**src/hb8_pkg.sv**
```systemverilog
package hb8_pkg;

    // Interface mode and sub-mode codes
    localparam logic [3:0] MODE_HOST_BUS8  = 4'h2;   // Top-level eight-bit host-bus mode
    localparam logic [1:0] SUB_MUXED       = 2'h0;   // Multiplexed address/data
    localparam logic [1:0] SUB_NONMUXED    = 2'h1;   // Separate address and data pins

    // Select-scheme codes
    localparam logic [1:0] SEL_ALE_ONLY    = 2'h0;   // Latch strobe only
    localparam logic [1:0] SEL_ONE_CS      = 2'h1;   // One chip select
    localparam logic [1:0] SEL_TWO_CS      = 2'h2;   // Two chip selects
    localparam logic [1:0] SEL_ALE_TWO_CS  = 2'h3;   // Latch strobe plus two chip selects

    // Widths
    localparam int ADDR_W = 20;                      // Address bits 0..19 on muxed mode
    localparam int DATA_W = 8;                       // Eight data bits only
    localparam int NCS    = 4;                       // Four select pins; cs_decode drives only the low two

    // Phase lengths in ns, and derived cycle counts at 125 MHz (8 ns)
    localparam int CLK_PERIOD_NS = 8;                // Clock period
    localparam int ADDR_PH_NS    = 16;               // Address phase, latch strobe high
    localparam int HOLD_PH_NS    = 8;                // Address hold after latch strobe
    localparam int DATA_PH_NS    = 32;               // Read/write strobe width
    localparam int ADDR_CYC = (ADDR_PH_NS + CLK_PERIOD_NS - 1) / CLK_PERIOD_NS;
    localparam int HOLD_CYC = (HOLD_PH_NS + CLK_PERIOD_NS - 1) / CLK_PERIOD_NS;
    localparam int DATA_CYC = (DATA_PH_NS + CLK_PERIOD_NS - 1) / CLK_PERIOD_NS;
    localparam int CNT_W    = 4;                     // Phase counter width
    localparam logic [CNT_W-1:0] CNT_ZERO = 4'h0;    // Counter reset value

    // Configuration carried in from the wider interface
    typedef struct packed {
        logic [3:0] mode;                            // Top-level interface mode
        logic [1:0] sub_mode;                        // Muxed or non-muxed
        logic [1:0] sel_scheme;                      // Select scheme
    } hb_cfg_s;

    // One access request
    typedef struct packed {
        logic              write;                    // 1 = write, 0 = read
        logic [1:0]        target;                   // Peripheral 0..3
        logic [ADDR_W-1:0] addr;                     // Byte address
        logic [DATA_W-1:0] wdata;                    // Write data
    } hb_req_s;

    // Pin outputs toward the external peripherals
    typedef struct packed {
        logic [DATA_W-1:0] ad_out;                   // Shared address/data out
        logic              ad_oe;                    // Shared bus drive enable
        logic [ADDR_W-1:8] addr_hi;                  // Dedicated address bits
        logic              ale;                      // Address-latch strobe
        logic              rd_n;                     // Read strobe
        logic              wr_n;                     // Write strobe
        logic [NCS-1:0]    cs_n;                     // Chip selects
    } hb_pins_s;

    // Bus phases
    typedef enum logic [2:0] {
        ST_IDLE = 3'b000,
        ST_ADDR = 3'b001,
        ST_HOLD = 3'b010,
        ST_DATA = 3'b011,
        ST_DONE = 3'b100
    } hb_state_e;

    // Map target number to active-low selects under a given scheme
    function automatic logic [NCS-1:0] cs_decode(input logic [1:0] scheme,
                                                 input logic [1:0] target);
        logic [NCS-1:0] sel;
        sel = {NCS{1'b1}};
        case (scheme)
            SEL_ONE_CS:                 sel[0] = 1'b0;
            SEL_TWO_CS, SEL_ALE_TWO_CS: sel[target[0]] = 1'b0;
            default:                    sel = {NCS{1'b1}};
        endcase
        return sel;
    endfunction : cs_decode

endpackage : hb8_pkg

```
**src/hb8_sync3.sv**
```systemverilog
`timescale 1ns/1ps
`default_nettype none
// Three-stage input synchroniser; a change counts once stages two and three agree
module hb8_sync3 #(
    parameter int W = 8                              // Width
) (
    input  wire logic         clk,                   // Clock
    input  wire logic         rst_n,                 // Async reset, active low
    input  wire logic [W-1:0] din,                   // Asynchronous input
    output logic      [W-1:0] dout                   // Filtered synchronous value
);
    logic [W-1:0] s1_q;                              // Metastability catcher
    logic [W-1:0] s2_q;                              // Second stage
    logic [W-1:0] s3_q;                              // Third stage
    logic [W-1:0] held_q;                            // Last agreed value

    // Shift chain; first stage feeds only the second
    always_ff @(posedge clk or negedge rst_n) begin
        if (!rst_n) begin
            s1_q <= '0;
            s2_q <= '0;
            s3_q <= '0;
        end else begin
            s1_q <= din;
            s2_q <= s1_q;
            s3_q <= s2_q;
        end
    end

    // A bit follows the late stages once they agree, else it keeps its last agreed value.
    // Kept combinational so read data settle inside a four-clock strobe; a fourth
    // register here would leave the sample one clock short of the pin change.
    assign dout = (s2_q & s3_q) | (held_q & (s2_q | s3_q));

    // Remember the agreed value for bits whose late stages still disagree
    always_ff @(posedge clk or negedge rst_n) begin
        if (!rst_n) begin
            held_q <= '0;
        end else begin
            held_q <= dout;
        end
    end
endmodule : hb8_sync3
`default_nettype wire

```
**src/hb8_master.sv**
```systemverilog
`timescale 1ns/1ps
`default_nettype none
// Behaviour
// - Mode code 0x2 enables eight-bit host bus
// - Sub-mode 0x0 selects multiplexed address/data
// - Only eight data bits are carried
// - Low address shares data lines; A8-A19 dedicated
// - Latch strobe marks address; latch holds it
// - Separate read and write strobes qualify data
// - One to four selects; one per access (code drives only cs_n[0] or cs_n[1], none under SEL_ALE_ONLY)
// - Scheme picks latch strobe and chip selects
// - Accesses paced slower than general-purpose mode
// - Non-muxed variant uses separate address, data pins (code drives only A8-A19 on addr_hi; A0-A7 are not output in this variant)
module hb8_master
    import hb8_pkg::*;
(
    input  wire logic              clk,              // 125 MHz clock
    input  wire logic              rst_n,            // Async reset, active low
    input  wire hb_cfg_s           cfg,              // Mode configuration
    input  wire logic              req_valid,        // Access request
    input  wire hb_req_s           req,              // Access descriptor
    output logic                   req_ready,        // Request accepted when high
    output logic                   rsp_valid,        // One-cycle completion pulse
    output logic [DATA_W-1:0]      rsp_rdata,        // Read data
    input  wire logic [DATA_W-1:0] ad_in,            // Shared bus pins in
    input  wire logic [DATA_W-1:0] data_in,          // Dedicated data pins in
    output logic [DATA_W-1:0]      data_out,         // Dedicated data pins out
    output logic                   data_oe,          // Dedicated data drive enable
    output hb_pins_s               pins              // Bus pins toward peripherals
);

    hb_state_e         st_q;                         // Bus phase
    logic [CNT_W-1:0]  cnt_q;                        // Phase countdown
    hb_req_s           cur_q;                        // Access in flight
    logic [DATA_W-1:0] ad_sync;                      // Synchronised shared bus
    logic [DATA_W-1:0] dat_sync;                     // Synchronised data pins
    logic              active;                       // Mode allows accesses
    logic              muxed;                        // Multiplexed variant
    logic              uses_ale;                     // Scheme carries latch strobe

    // Only act when the wider interface is in the eight-bit host-bus mode
    assign active   = (cfg.mode == MODE_HOST_BUS8);
    assign muxed    = (cfg.sub_mode == SUB_MUXED);
    assign uses_ale = (cfg.sel_scheme == SEL_ALE_ONLY)
                   || (cfg.sel_scheme == SEL_ALE_TWO_CS);

    // Pins from the outside world pass the three-stage synchroniser
    hb8_sync3 #(.W(DATA_W)) u_sync_ad (
        .clk   (clk),
        .rst_n (rst_n),
        .din   (ad_in),
        .dout  (ad_sync)
    );
    hb8_sync3 #(.W(DATA_W)) u_sync_dat (
        .clk   (clk),
        .rst_n (rst_n),
        .din   (data_in),
        .dout  (dat_sync)
    );

    // Phase sequencer; address and data phases span several clocks, the hold phase one, slower than a plain access
    always_ff @(posedge clk or negedge rst_n) begin
        if (!rst_n) begin
            st_q  <= ST_IDLE;
            cnt_q <= CNT_ZERO;
        end else begin
            case (st_q)
                ST_IDLE: begin
                    if (req_valid && req_ready) begin
                        st_q  <= ST_ADDR;
                        cnt_q <= CNT_W'(ADDR_CYC - 1);
                    end
                end
                ST_ADDR: begin
                    if (cnt_q == CNT_ZERO) begin
                        st_q  <= ST_HOLD;
                        cnt_q <= CNT_W'(HOLD_CYC - 1);
                    end else begin
                        cnt_q <= cnt_q - 1'b1;
                    end
                end
                ST_HOLD: begin
                    if (cnt_q == CNT_ZERO) begin
                        st_q  <= ST_DATA;
                        cnt_q <= CNT_W'(DATA_CYC - 1);
                    end else begin
                        cnt_q <= cnt_q - 1'b1;
                    end
                end
                ST_DATA: begin
                    if (cnt_q == CNT_ZERO) begin
                        st_q <= ST_DONE;
                    end else begin
                        cnt_q <= cnt_q - 1'b1;
                    end
                end
                ST_DONE: st_q <= ST_IDLE;
                default: st_q <= ST_IDLE;
            endcase
        end
    end

    // Capture the request; a mode change mid-access does not corrupt it
    always_ff @(posedge clk or negedge rst_n) begin
        if (!rst_n) begin
            cur_q <= '0;
        end else if (st_q == ST_IDLE && req_valid && req_ready) begin
            cur_q <= req;
        end
    end

    // Ready only while idle and in the right mode
    always_ff @(posedge clk or negedge rst_n) begin
        if (!rst_n) begin
            req_ready <= 1'b0;
        end else begin
            req_ready <= active && (st_q == ST_IDLE) && !(req_valid && req_ready);
        end
    end

    // Read data sampled at the last strobe cycle from the right pins
    always_ff @(posedge clk or negedge rst_n) begin
        if (!rst_n) begin
            rsp_valid <= 1'b0;
            rsp_rdata <= '0;
        end else begin
            rsp_valid <= (st_q == ST_DATA) && (cnt_q == CNT_ZERO);
            if (st_q == ST_DATA && cnt_q == CNT_ZERO && !cur_q.write) begin
                rsp_rdata <= muxed ? ad_sync : dat_sync;
            end
        end
    end

    // Shared lines: address byte in address phase, write data under WR only
    always_ff @(posedge clk or negedge rst_n) begin
        if (!rst_n) begin
            pins.ad_out  <= '0;
            pins.ad_oe   <= 1'b0;
            pins.addr_hi <= '0;
            data_out     <= '0;
            data_oe      <= 1'b0;
        end else begin
            pins.addr_hi <= '0;
            pins.ad_out  <= '0;
            pins.ad_oe   <= 1'b0;
            data_out     <= '0;
            data_oe      <= 1'b0;
            if (st_q == ST_IDLE && req_valid && req_ready) begin
                pins.addr_hi <= req.addr[ADDR_W-1:8];
                pins.ad_out  <= muxed ? req.addr[7:0] : '0;
                pins.ad_oe   <= muxed;
            end else if (st_q == ST_ADDR || st_q == ST_HOLD) begin
                pins.addr_hi <= cur_q.addr[ADDR_W-1:8];
                pins.ad_out  <= muxed ? cur_q.addr[7:0] : '0;
                pins.ad_oe   <= muxed;
                // Strobe starts next cycle: release the shared lines for a read
                if (st_q == ST_HOLD && cnt_q == CNT_ZERO) begin
                    pins.ad_oe  <= muxed && cur_q.write;
                    pins.ad_out <= (muxed && cur_q.write) ? cur_q.wdata : '0;
                    data_out    <= cur_q.write ? cur_q.wdata : '0;
                    data_oe     <= !muxed && cur_q.write;
                end
            end else if (st_q == ST_DATA) begin
                pins.addr_hi <= cur_q.addr[ADDR_W-1:8];
                if (cur_q.write && !(cnt_q == CNT_ZERO)) begin
                    pins.ad_out <= muxed ? cur_q.wdata : '0;
                    pins.ad_oe  <= muxed;
                    data_out    <= cur_q.wdata;
                    data_oe     <= !muxed;
                end
            end
        end
    end

    // Latch strobe during the address phase only, when the scheme has one
    always_ff @(posedge clk or negedge rst_n) begin
        if (!rst_n) begin
            pins.ale <= 1'b0;
        end else begin
            pins.ale <= uses_ale && ((st_q == ST_IDLE && req_valid && req_ready)
                     || (st_q == ST_ADDR && cnt_q != CNT_ZERO));
        end
    end

    // Read/write strobes span the data phase; launched from the last hold cycle, they drop together with the write data
    always_ff @(posedge clk or negedge rst_n) begin
        if (!rst_n) begin
            pins.rd_n <= 1'b1;
            pins.wr_n <= 1'b1;
        end else begin
            pins.rd_n <= !((st_q == ST_HOLD && cnt_q == CNT_ZERO && !cur_q.write)
                        || (st_q == ST_DATA && cnt_q != CNT_ZERO && !cur_q.write));
            pins.wr_n <= !((st_q == ST_HOLD && cnt_q == CNT_ZERO && cur_q.write)
                        || (st_q == ST_DATA && cnt_q != CNT_ZERO && cur_q.write));
        end
    end

    // One chip select (none under SEL_ALE_ONLY) held from address phase through end of strobe
    always_ff @(posedge clk or negedge rst_n) begin
        if (!rst_n) begin
            pins.cs_n <= {NCS{1'b1}};
        end else if (st_q == ST_IDLE && req_valid && req_ready) begin
            pins.cs_n <= cs_decode(cfg.sel_scheme, req.target);
        end else if (st_q == ST_DATA && cnt_q == CNT_ZERO) begin
            pins.cs_n <= {NCS{1'b1}};
        end
    end
endmodule : hb8_master
`default_nettype wire

```
**config.mk**
```make
export PLATFORM = sky130hd
export DESIGN_NAME = hb8_master
export DESIGN_NICKNAME = d
export VERILOG_FILES = /design/src/hb8_pkg.sv /design/src/hb8_sync3.sv /design/src/hb8_master.sv
export SDC_FILE = /design/constraint.sdc
export NUM_CORES = 1
export LEC_CHECK = 0
export BUFFER_PORTS_ARGS = -buffer_cell sky130_fd_sc_hd__buf_4
export CORE_AREA = 5 5 175 109
export CTS_BUF_LIST = sky130_fd_sc_hd__clkbuf_8
export CTS_CLUSTER_DIAMETER = 50
export DETAILED_ROUTE_END_ITERATION = 16
export DIE_AREA = 0 0 180 114
export HOLD_SLACK_MARGIN = 0.06
export PLACE_DENSITY = 0.56
export SLEW_MARGIN = 5
export SYNTH_ARGS = -nofsm -noshare
export SYNTH_HDL_FRONTEND = slang
export SYNTH_HIERARCHICAL = 1
export SYNTH_SLANG_ARGS = --single-unit
```
**constraint.sdc**
```tcl
create_clock -name clk -period 2.4 [get_ports clk]
set_input_delay 0.72 -clock clk [delete_from_list [all_inputs] [get_ports clk]]
set_output_delay 0.72 -clock clk [all_outputs]
set_load 0.03 [all_outputs]
```
==> summary.md, run 1 <==
| Metric | Value |
|---|---|
| Worst-Skew Late Latency | 0.43 ns |
| Worst EP arrival | 2.42 ns |
| Biggest area consumer among synthesized cells | dfrtp_1 |
| Setup Buffers After CTS | 0 |
| CP required | 2.73 ns |
| Largest family of logic cells by synthesized area | multiplexers |
| CTS buffer count | 17 |
| Setup Viol. Count Final | 0 |
| Pins Over Slew Limit | 0 |
| H-tree Lvls | 4 |
| Peak Freq | 478 MHz |
| Initial antenna violation count | 0 |
| Final HPWL DP | 7630 µm |
| Grt total ovfl | 0 |
| Max-Cap Viols | 0 |
| Die Area | 20500 µm² |
| Setup Crit Path Kind | reg -> reg |
| DRC Markers | 0 |
| Number of synthesized flops with an enable pin | 0 |
| HP Class | reg -> reg |
| Crit path cell chain | inv_1 > ha_1 > or3b_1 > or3_1 > mux2i_1 > o21ai_0 |
| Crit path capture type | flip-flop |
| Synth top area share | 0.671 |
| Synth Register Bits | 145 |
| Hold Vio Cnt, Final | 0 |
| Setup_tns | 0 ns |
| Clock sink total | 145 |
| Layout Skew | 0.0153 ns |
| Adder-cell share of the synthesized area | 0.0438 |
| Initial DRC count | 185 |
| DRT antenna net count | 0 |
| Warnings from Yosys | 6 |
| Final min period | 2.09 ns |
| Initial core utilization | 0.300 |
| Unrepaired setup endpoints after global routing | no |
| List of most frequent post-synthesis cells | dfrtp_1, mux2_2, mux2i_1, and2_1, maj3_2 |
| N_diodes | 0 |
| Number of I/O pins | 105 |
| Worst-margin pin slew | 0.615 ns |
| Final #Nets | 533 |
| Synth top area cells | dfrtp_1, mux2_2, mux2i_1, maj3_2, a22o_1 |
| Pwr Total | 6.76 mW |
| I/O Buffers | 101 |
| Core Area | 17500 µm² |
| Main synth FF type | dfrtp_1 |
| Die width | 180 µm |
| Crit-path max FO | 8 |
| Post-Syn Area | 5260 µm² |
| Vias per cell | 4.41 |
| Wirelength, routed | 11100 µm |
| Tcrit/Tclk final | 0.872 |
| Mux cell area share after synthesis | 0.0961 |
| Die Ht | 114 µm |
| Share of cells above drive strength 1 | 0.409 |
| CTS Buffer Depth | 2 |
| Largest net degree at the start of global routing | 53 |
| Wire length of the first global-routing pass | 18300 µm |
| Leakage | 3.20 nW |
| DR pass1 iterations | 6 |
| Cells after Synth | 353 |
| FFs w/ async S/R, synth | 1.00 |
| Netlist cell types | 44 |
| Reg clk slew, reported paths | 0.08 ns |
| Post-Synth Simple-Gate Area | 0.0678 |
| Vias in the first global route | 3535 |
| Slowest cell on crit path | or3_1 |
| Xor and xnor fraction of the mapped netlist area | 0.00499 |
| CTS tree | done |
| GRT Util Overall | 0.113 |
| RD Place Congestion | 0.741 |
| Avg Cell Area, Syn | 14.9 µm² |
| Compound-Gate Fraction of Synth Area | 0.0737 |
| Worst VDD drop | 0.000390 V |
| CP startpoint kind | flip-flop |
| Power per Cell Area | 995 nW/µm² |
| Top-count cell post-synth | dfrtp_1 |
| Root buf cell | clkbuf_8 |
| Sequential share of the synthesized area | 0.691 |
| Relative max-transition margin | 0.588 |
| Via count | 3193 |
| Num rows | 38 |
| Delay of the slowest critical-path stage | 0.55 ns |
| Status | finished clean |
| DR WL/cell | 15.4 µm |
| P&R area growth vs syn | 29.2% |
[worst paths after layout]
kind                       slack [ns]  depth (start not counted)                         start                      endpoint
max in group asynchronous        1.00                          3                         rst_n  u_sync_dat/s3_q[1]$_DFF_PN0_
hold / removal                   0.35                          0  u_sync_dat/s1_q[2]$_DFF_PN0_  u_sync_dat/s2_q[2]$_DFF_PN0_
hold reg to reg                  0.35                          0  u_sync_dat/s1_q[2]$_DFF_PN0_  u_sync_dat/s2_q[2]$_DFF_PN0_
min in group asynchronous        0.68                          2                         rst_n         cur_q[21]$_DFFE_PN0P_
setup reg to reg                 0.31                          6          cnt_q[0]$_DFFE_PN0P_            pins[24]$_DFF_PN0_
setup / recovery                 0.31                          6          cnt_q[0]$_DFFE_PN0P_            pins[24]$_DFF_PN0_
[repair_timing]
item,4_1_cts,5_1_grt
gates resized for setup,0,0
setup endpoints to repair,0,0
endpoints found under the hold margin,5,0
hold buffers,1,0
[worst max-delay path: cells and delay by family (launching register included)]
family	cells	cell delay (ns)
adders and majority gates	1	0.17
and+or+nand+nor	2	0.92
muxes	1	0.19
DFF	1	0.42
AOI/OAI and AO/OA	1	0.20
buffers and inverters	1	0.10
[logic make-up (layout without fill, tap and decap cells)]
family,count (synthesis),after routing
compound gates,57,57
simple gates,58,58
flops,145,145
mux,47,47
buf+inv,22,152
fa+ha+maj,20,20
xor+xnor,3,3
other cells,1,2
[final cells by class]
| type | count | area [µm²] |
|---|---|---|
| Tap cell | 240 | 300 |
| Inverter | 5 | 18.8 |
| Fill cell | 1693 | 10700 |
| Clock buffer | 19 | 262 |
| Multi-Input combinational cell | 187 | 1510 |
| Clock inverter | 13 | 160 |
| Sequential cell | 145 | 3630 |
| Timing Repair Buffer | 115 | 907 |
[report_power, final]
| part | leakage, nW | switching, mW | internal (mW) | total (mW) |
|---|---|---|---|---|
| registers | 1.79 | 0.288 | 2.86 | 3.14 |
| clock network | 0.206 | 0.938 | 1.09 | 2.02 |
| logic | 1.21 | 0.887 | 0.707 | 1.59 |
[sequential cells by signal (all words and copies together) (netlist names)]
name / cells
req_ready: 1
u_sync_ad/s1_q: 8
cnt_q: 4
u_sync_dat/s3_q: 8
cur_q: 29
rsp_valid: 1
pins: 26
u_sync_ad/held_q: 8
u_sync_ad/s3_q: 8
rsp_rdata: 8
data_out: 8
u_sync_ad/s2_q: 8
u_sync_dat/s2_q: 8
u_sync_dat/held_q: 8
data_oe: 1
st_q: 3
u_sync_dat/s1_q: 8
[per-layer routing]
layer / track usage / vias to the layer above / wire [µm]
met3: 0.0370 / 11 / 510
met4: 0.0462 / 0 / 126
li1: - / 1476 / -
met1: 0.149 / 1629 / 5250
met2: 0.173 / 77 / 5240
met5: 0 / - / 0
[placed cells by master (no fill, tap or decap), types with 14 or more instances in the layout]
| cell | instances |
|---|---|
| mux2_2 | 26 |
| dfrtp_1 | 141 |
| and2_1 | 16 |
| a21oi_1 | 14 |
| o21ai_0 | 14 |
| mux2i_1 | 19 |
| maj3_2 | 16 |
| clkbuf_8 | 19 |
| buf_4 | 110 |
| nor2_1 | 15 |
[metrics by stage]
step	area [µm²]	std cells	hold WS, ns	setup WS (ns)	util
after floorplan	5270	354	0.331	0.485	-
after global placement	6360	691	0.333	0.349	0.363
after detailed placement	6360	691	0.335	0.292	0.363
after CTS	6800	724	0.353	0.271	0.387
after global routing	6800	724	0.348	0.157	0.387
final	6800	724	0.351	0.308	0.387
(Power assumes the default switching activity.)
==> run 2: changes to the inputs <==
Settings changed: CTS_BUF_LIST sky130_fd_sc_hd__clkbuf_8 to sky130_fd_sc_hd__clkbuf_4, SKIP_CTS_REPAIR_TIMING set to 1.
==> summary.md, run 2 (synthesis results as in run 1) <==
| Metric | Value |
|---|---|
| Via count | 3180 (was 3193) |
| CP startpoint kind | flip-flop (unchanged) |
| Unrepaired setup endpoints after global routing | no (unchanged) |
| Vias in the first global route | 3528 (was 3535) |
| HP Class | in -> reg (was reg -> reg) |
| Initial DRC count | 145 (was 185) |
| DRT antenna net count | 0 (unchanged) |
| H-tree Lvls | 4 (unchanged) |
| Delay of the slowest critical-path stage | 0.55 ns (about the same) |
| Crit path cell chain | inv_1 > ha_1 > or3b_1 > or3_1 > mux2i_1 > o21ai_0 (unchanged) |
| Top flop regs | cur_q x29, pins x26 (unchanged) |
| RD Place Congestion | 0.741 (unchanged) |
| Core Area | 17500 µm² (unchanged) |
| N_diodes | 0 (unchanged) |
| Reg clk slew, reported paths | 0.13 ns (was 0.08 ns) |
| Status | finished clean (unchanged) |
| Largest register FFs | 29 (unchanged) |
| P&R area growth vs syn | 26.8% (was 29.2%) |
| Die Area | 20500 µm² (unchanged) |
| Clock sink total | 145 (unchanged) |
| Power per Cell Area | 954 nW/µm² (was 995 nW/µm²) |
| Leakage | 3.15 nW (was 3.20 nW) |
| Crit path capture type | flip-flop (unchanged) |
| Slowest cell on crit path | or3_1 (unchanged) |
| Peak Freq | 481 MHz (was 478 MHz) |
| Crit. Startpoint | cnt_q[0]$_DFFE_PN0P_ (unchanged) |
| Setup Viol. Count Final | 0 (unchanged) |
| Tcrit/Tclk final | 0.867 (was 0.872) |
| Hold Vio Cnt, Final | 0 (unchanged) |
| CTS tree | done (unchanged) |
| Relative max-transition margin | 0.589 (was 0.588) |
| Final HPWL DP | 7630 µm (unchanged) |
| Die width | 180 µm (unchanged) |
| Share of cells above drive strength 1 | 0.407 (was 0.409) |
| Layout Skew | 0.0293 ns (was 0.0153 ns) |
| Worst Hold Path EP | u_sync_ad/s1_q[6]$_DFF_PN0_ (was u_sync_dat/s2_q[2]$_DFF_PN0_) |
| Worst-Skew Late Latency | 0.51 ns (was 0.43 ns) |
| GRT Util Overall | 0.112 (was 0.113) |
| Worst reg-to-reg path cell count | 6 (unchanged) |
| Vias per cell | 4.39 (was 4.41) |
| Worst EP arrival | 2.51 ns (was 2.42 ns) |
| Hold path depth | 1 (was 0) |
| Most frequent cells in the layout | dfrtp_1, buf_4, mux2_2, mux2i_1, clkbuf_4 (was dfrtp_1, buf_4, mux2_2, mux2i_1, clkbuf_8) |
| CTS buffer count | 17 (unchanged) |
| Initial core utilization | 0.300 (unchanged) |
| R2r setup slk | 0.32 ns (was 0.31 ns) |
| Hold WS | 0.314 ns (was 0.351 ns) |
| DR pass1 iterations | 4 (was 6) |
| Delay-heaviest family, CP | simple AND/OR/NAND/NOR gates (unchanged) |
| Grt total ovfl | 0 (unchanged) |
| Crit-path max FO | 8 (unchanged) |
| Root buf cell | clkbuf_4 (was clkbuf_8) |
| Num rows | 38 (unchanged) |
| Wirelength, routed | 11000 µm (was 11100 µm) |
| Largest net degree at the start of global routing | 53 (unchanged) |
| Initial antenna violation count | 0 (unchanged) |
| Final #Nets | 533 (unchanged) |
| DR WL/cell | 15.3 µm (was 15.4 µm) |
| DRC Markers | 0 (unchanged) |
| CTS Buffer Depth | 2 (unchanged) |
| Wire length of the first global-routing pass | 18300 µm (about the same) |
| Largest Register | cur_q (unchanged) |
| Max-Cap Viols | 0 (unchanged) |
| Most common cell after layout, fill and taps aside | dfrtp_1 (unchanged) |
| Number of I/O pins | 105 (unchanged) |
| I/O Buffers | 101 (unchanged) |
| Worst VDD drop | 0.000368 V (was 0.000390 V) |
| Setup_tns | 0 ns (unchanged) |
| CP required | 2.82 ns (was 2.73 ns) |
| Pins Over Slew Limit | 0 (unchanged) |
| R2R Path Start | cnt_q[0]$_DFFE_PN0P_ (unchanged) |
| Die Ht | 114 µm (unchanged) |
| Worst-margin pin slew | 0.614 ns (was 0.615 ns) |
| Final min period | 2.08 ns (was 2.09 ns) |
| Setup Crit Path Kind | reg -> reg (unchanged) |
| Hold_sp | ad_in[6] (was u_sync_dat/s1_q[2]$_DFF_PN0_) |
| WP buf/inv | 1 (unchanged) |
| Worst r2r dst | pins[24]$_DFF_PN0_ (unchanged) |
[run 2: worst register-to-register path, stage by stage, from the launching register on]
cell	delay (ns)
dfrtp_1	0.44
inv_1	0.10
ha_1	0.17
or3b_1	0.37
or3_1	0.55
mux2i_1	0.20
o21ai_0	0.20
[run 2: cell type report]
type | instances | area [µm²]
Clock inverter | 14 | 164
Fill cell | 1704 | 10900
Timing Repair Buffer | 115 | 907
Inverter | 5 | 18.8
Sequential cell | 145 | 3630
Multi-Input combinational cell | 187 | 1510
Tap cell | 240 | 300
Clock buffer | 18 | 135
[run 2: worst max-delay path by stage]
stage | to | slack, ns | cells past startpoint
5_1_grt | pins[25]$_DFF_PN0_ | 0.16 | 6
3_5_place_dp | pins[24]$_DFF_PN0_ | 0.29 | 6
6_report | pins[24]$_DFF_PN0_ | 0.32 | 6
3_3_place_gp | cur_q[19]$_DFFE_PN0P_ | 0.35 | 5
4_1_cts | pins[24]$_DFF_PN0_ | 0.27 | 6
2_1_floorplan | cur_q[10]$_DFFE_PN0P_ | 0.48 | 4
[run 2: where the power goes]
group / internal, mW / switching (mW) / leakage [nW]
Clock: 0.731 / 0.899 / 0.150
Combinational: 0.708 / 0.892 / 1.21
Sequential: 2.85 / 0.286 / 1.79
[run 2: metrics by stage]
stage               std cells  setup slack (ns)   util  power (mW)  area, µm²
floorplan                 354             0.485      -        4.19       5270
global placement          691             0.349  0.363        4.74       6360
detailed placement        691             0.292  0.363        4.81       6360
CTS                       723             0.265  0.380        6.49       6660
global route              724             0.159  0.380        6.76       6670
finish                    724             0.319  0.380        6.37       6670
[run 2: per-layer routing]
metal  part of all wire  global-route usage
met5                  0                   0
met4              0.014              0.0386
met3              0.044              0.0379
met2               0.47               0.173
met1               0.48               0.149
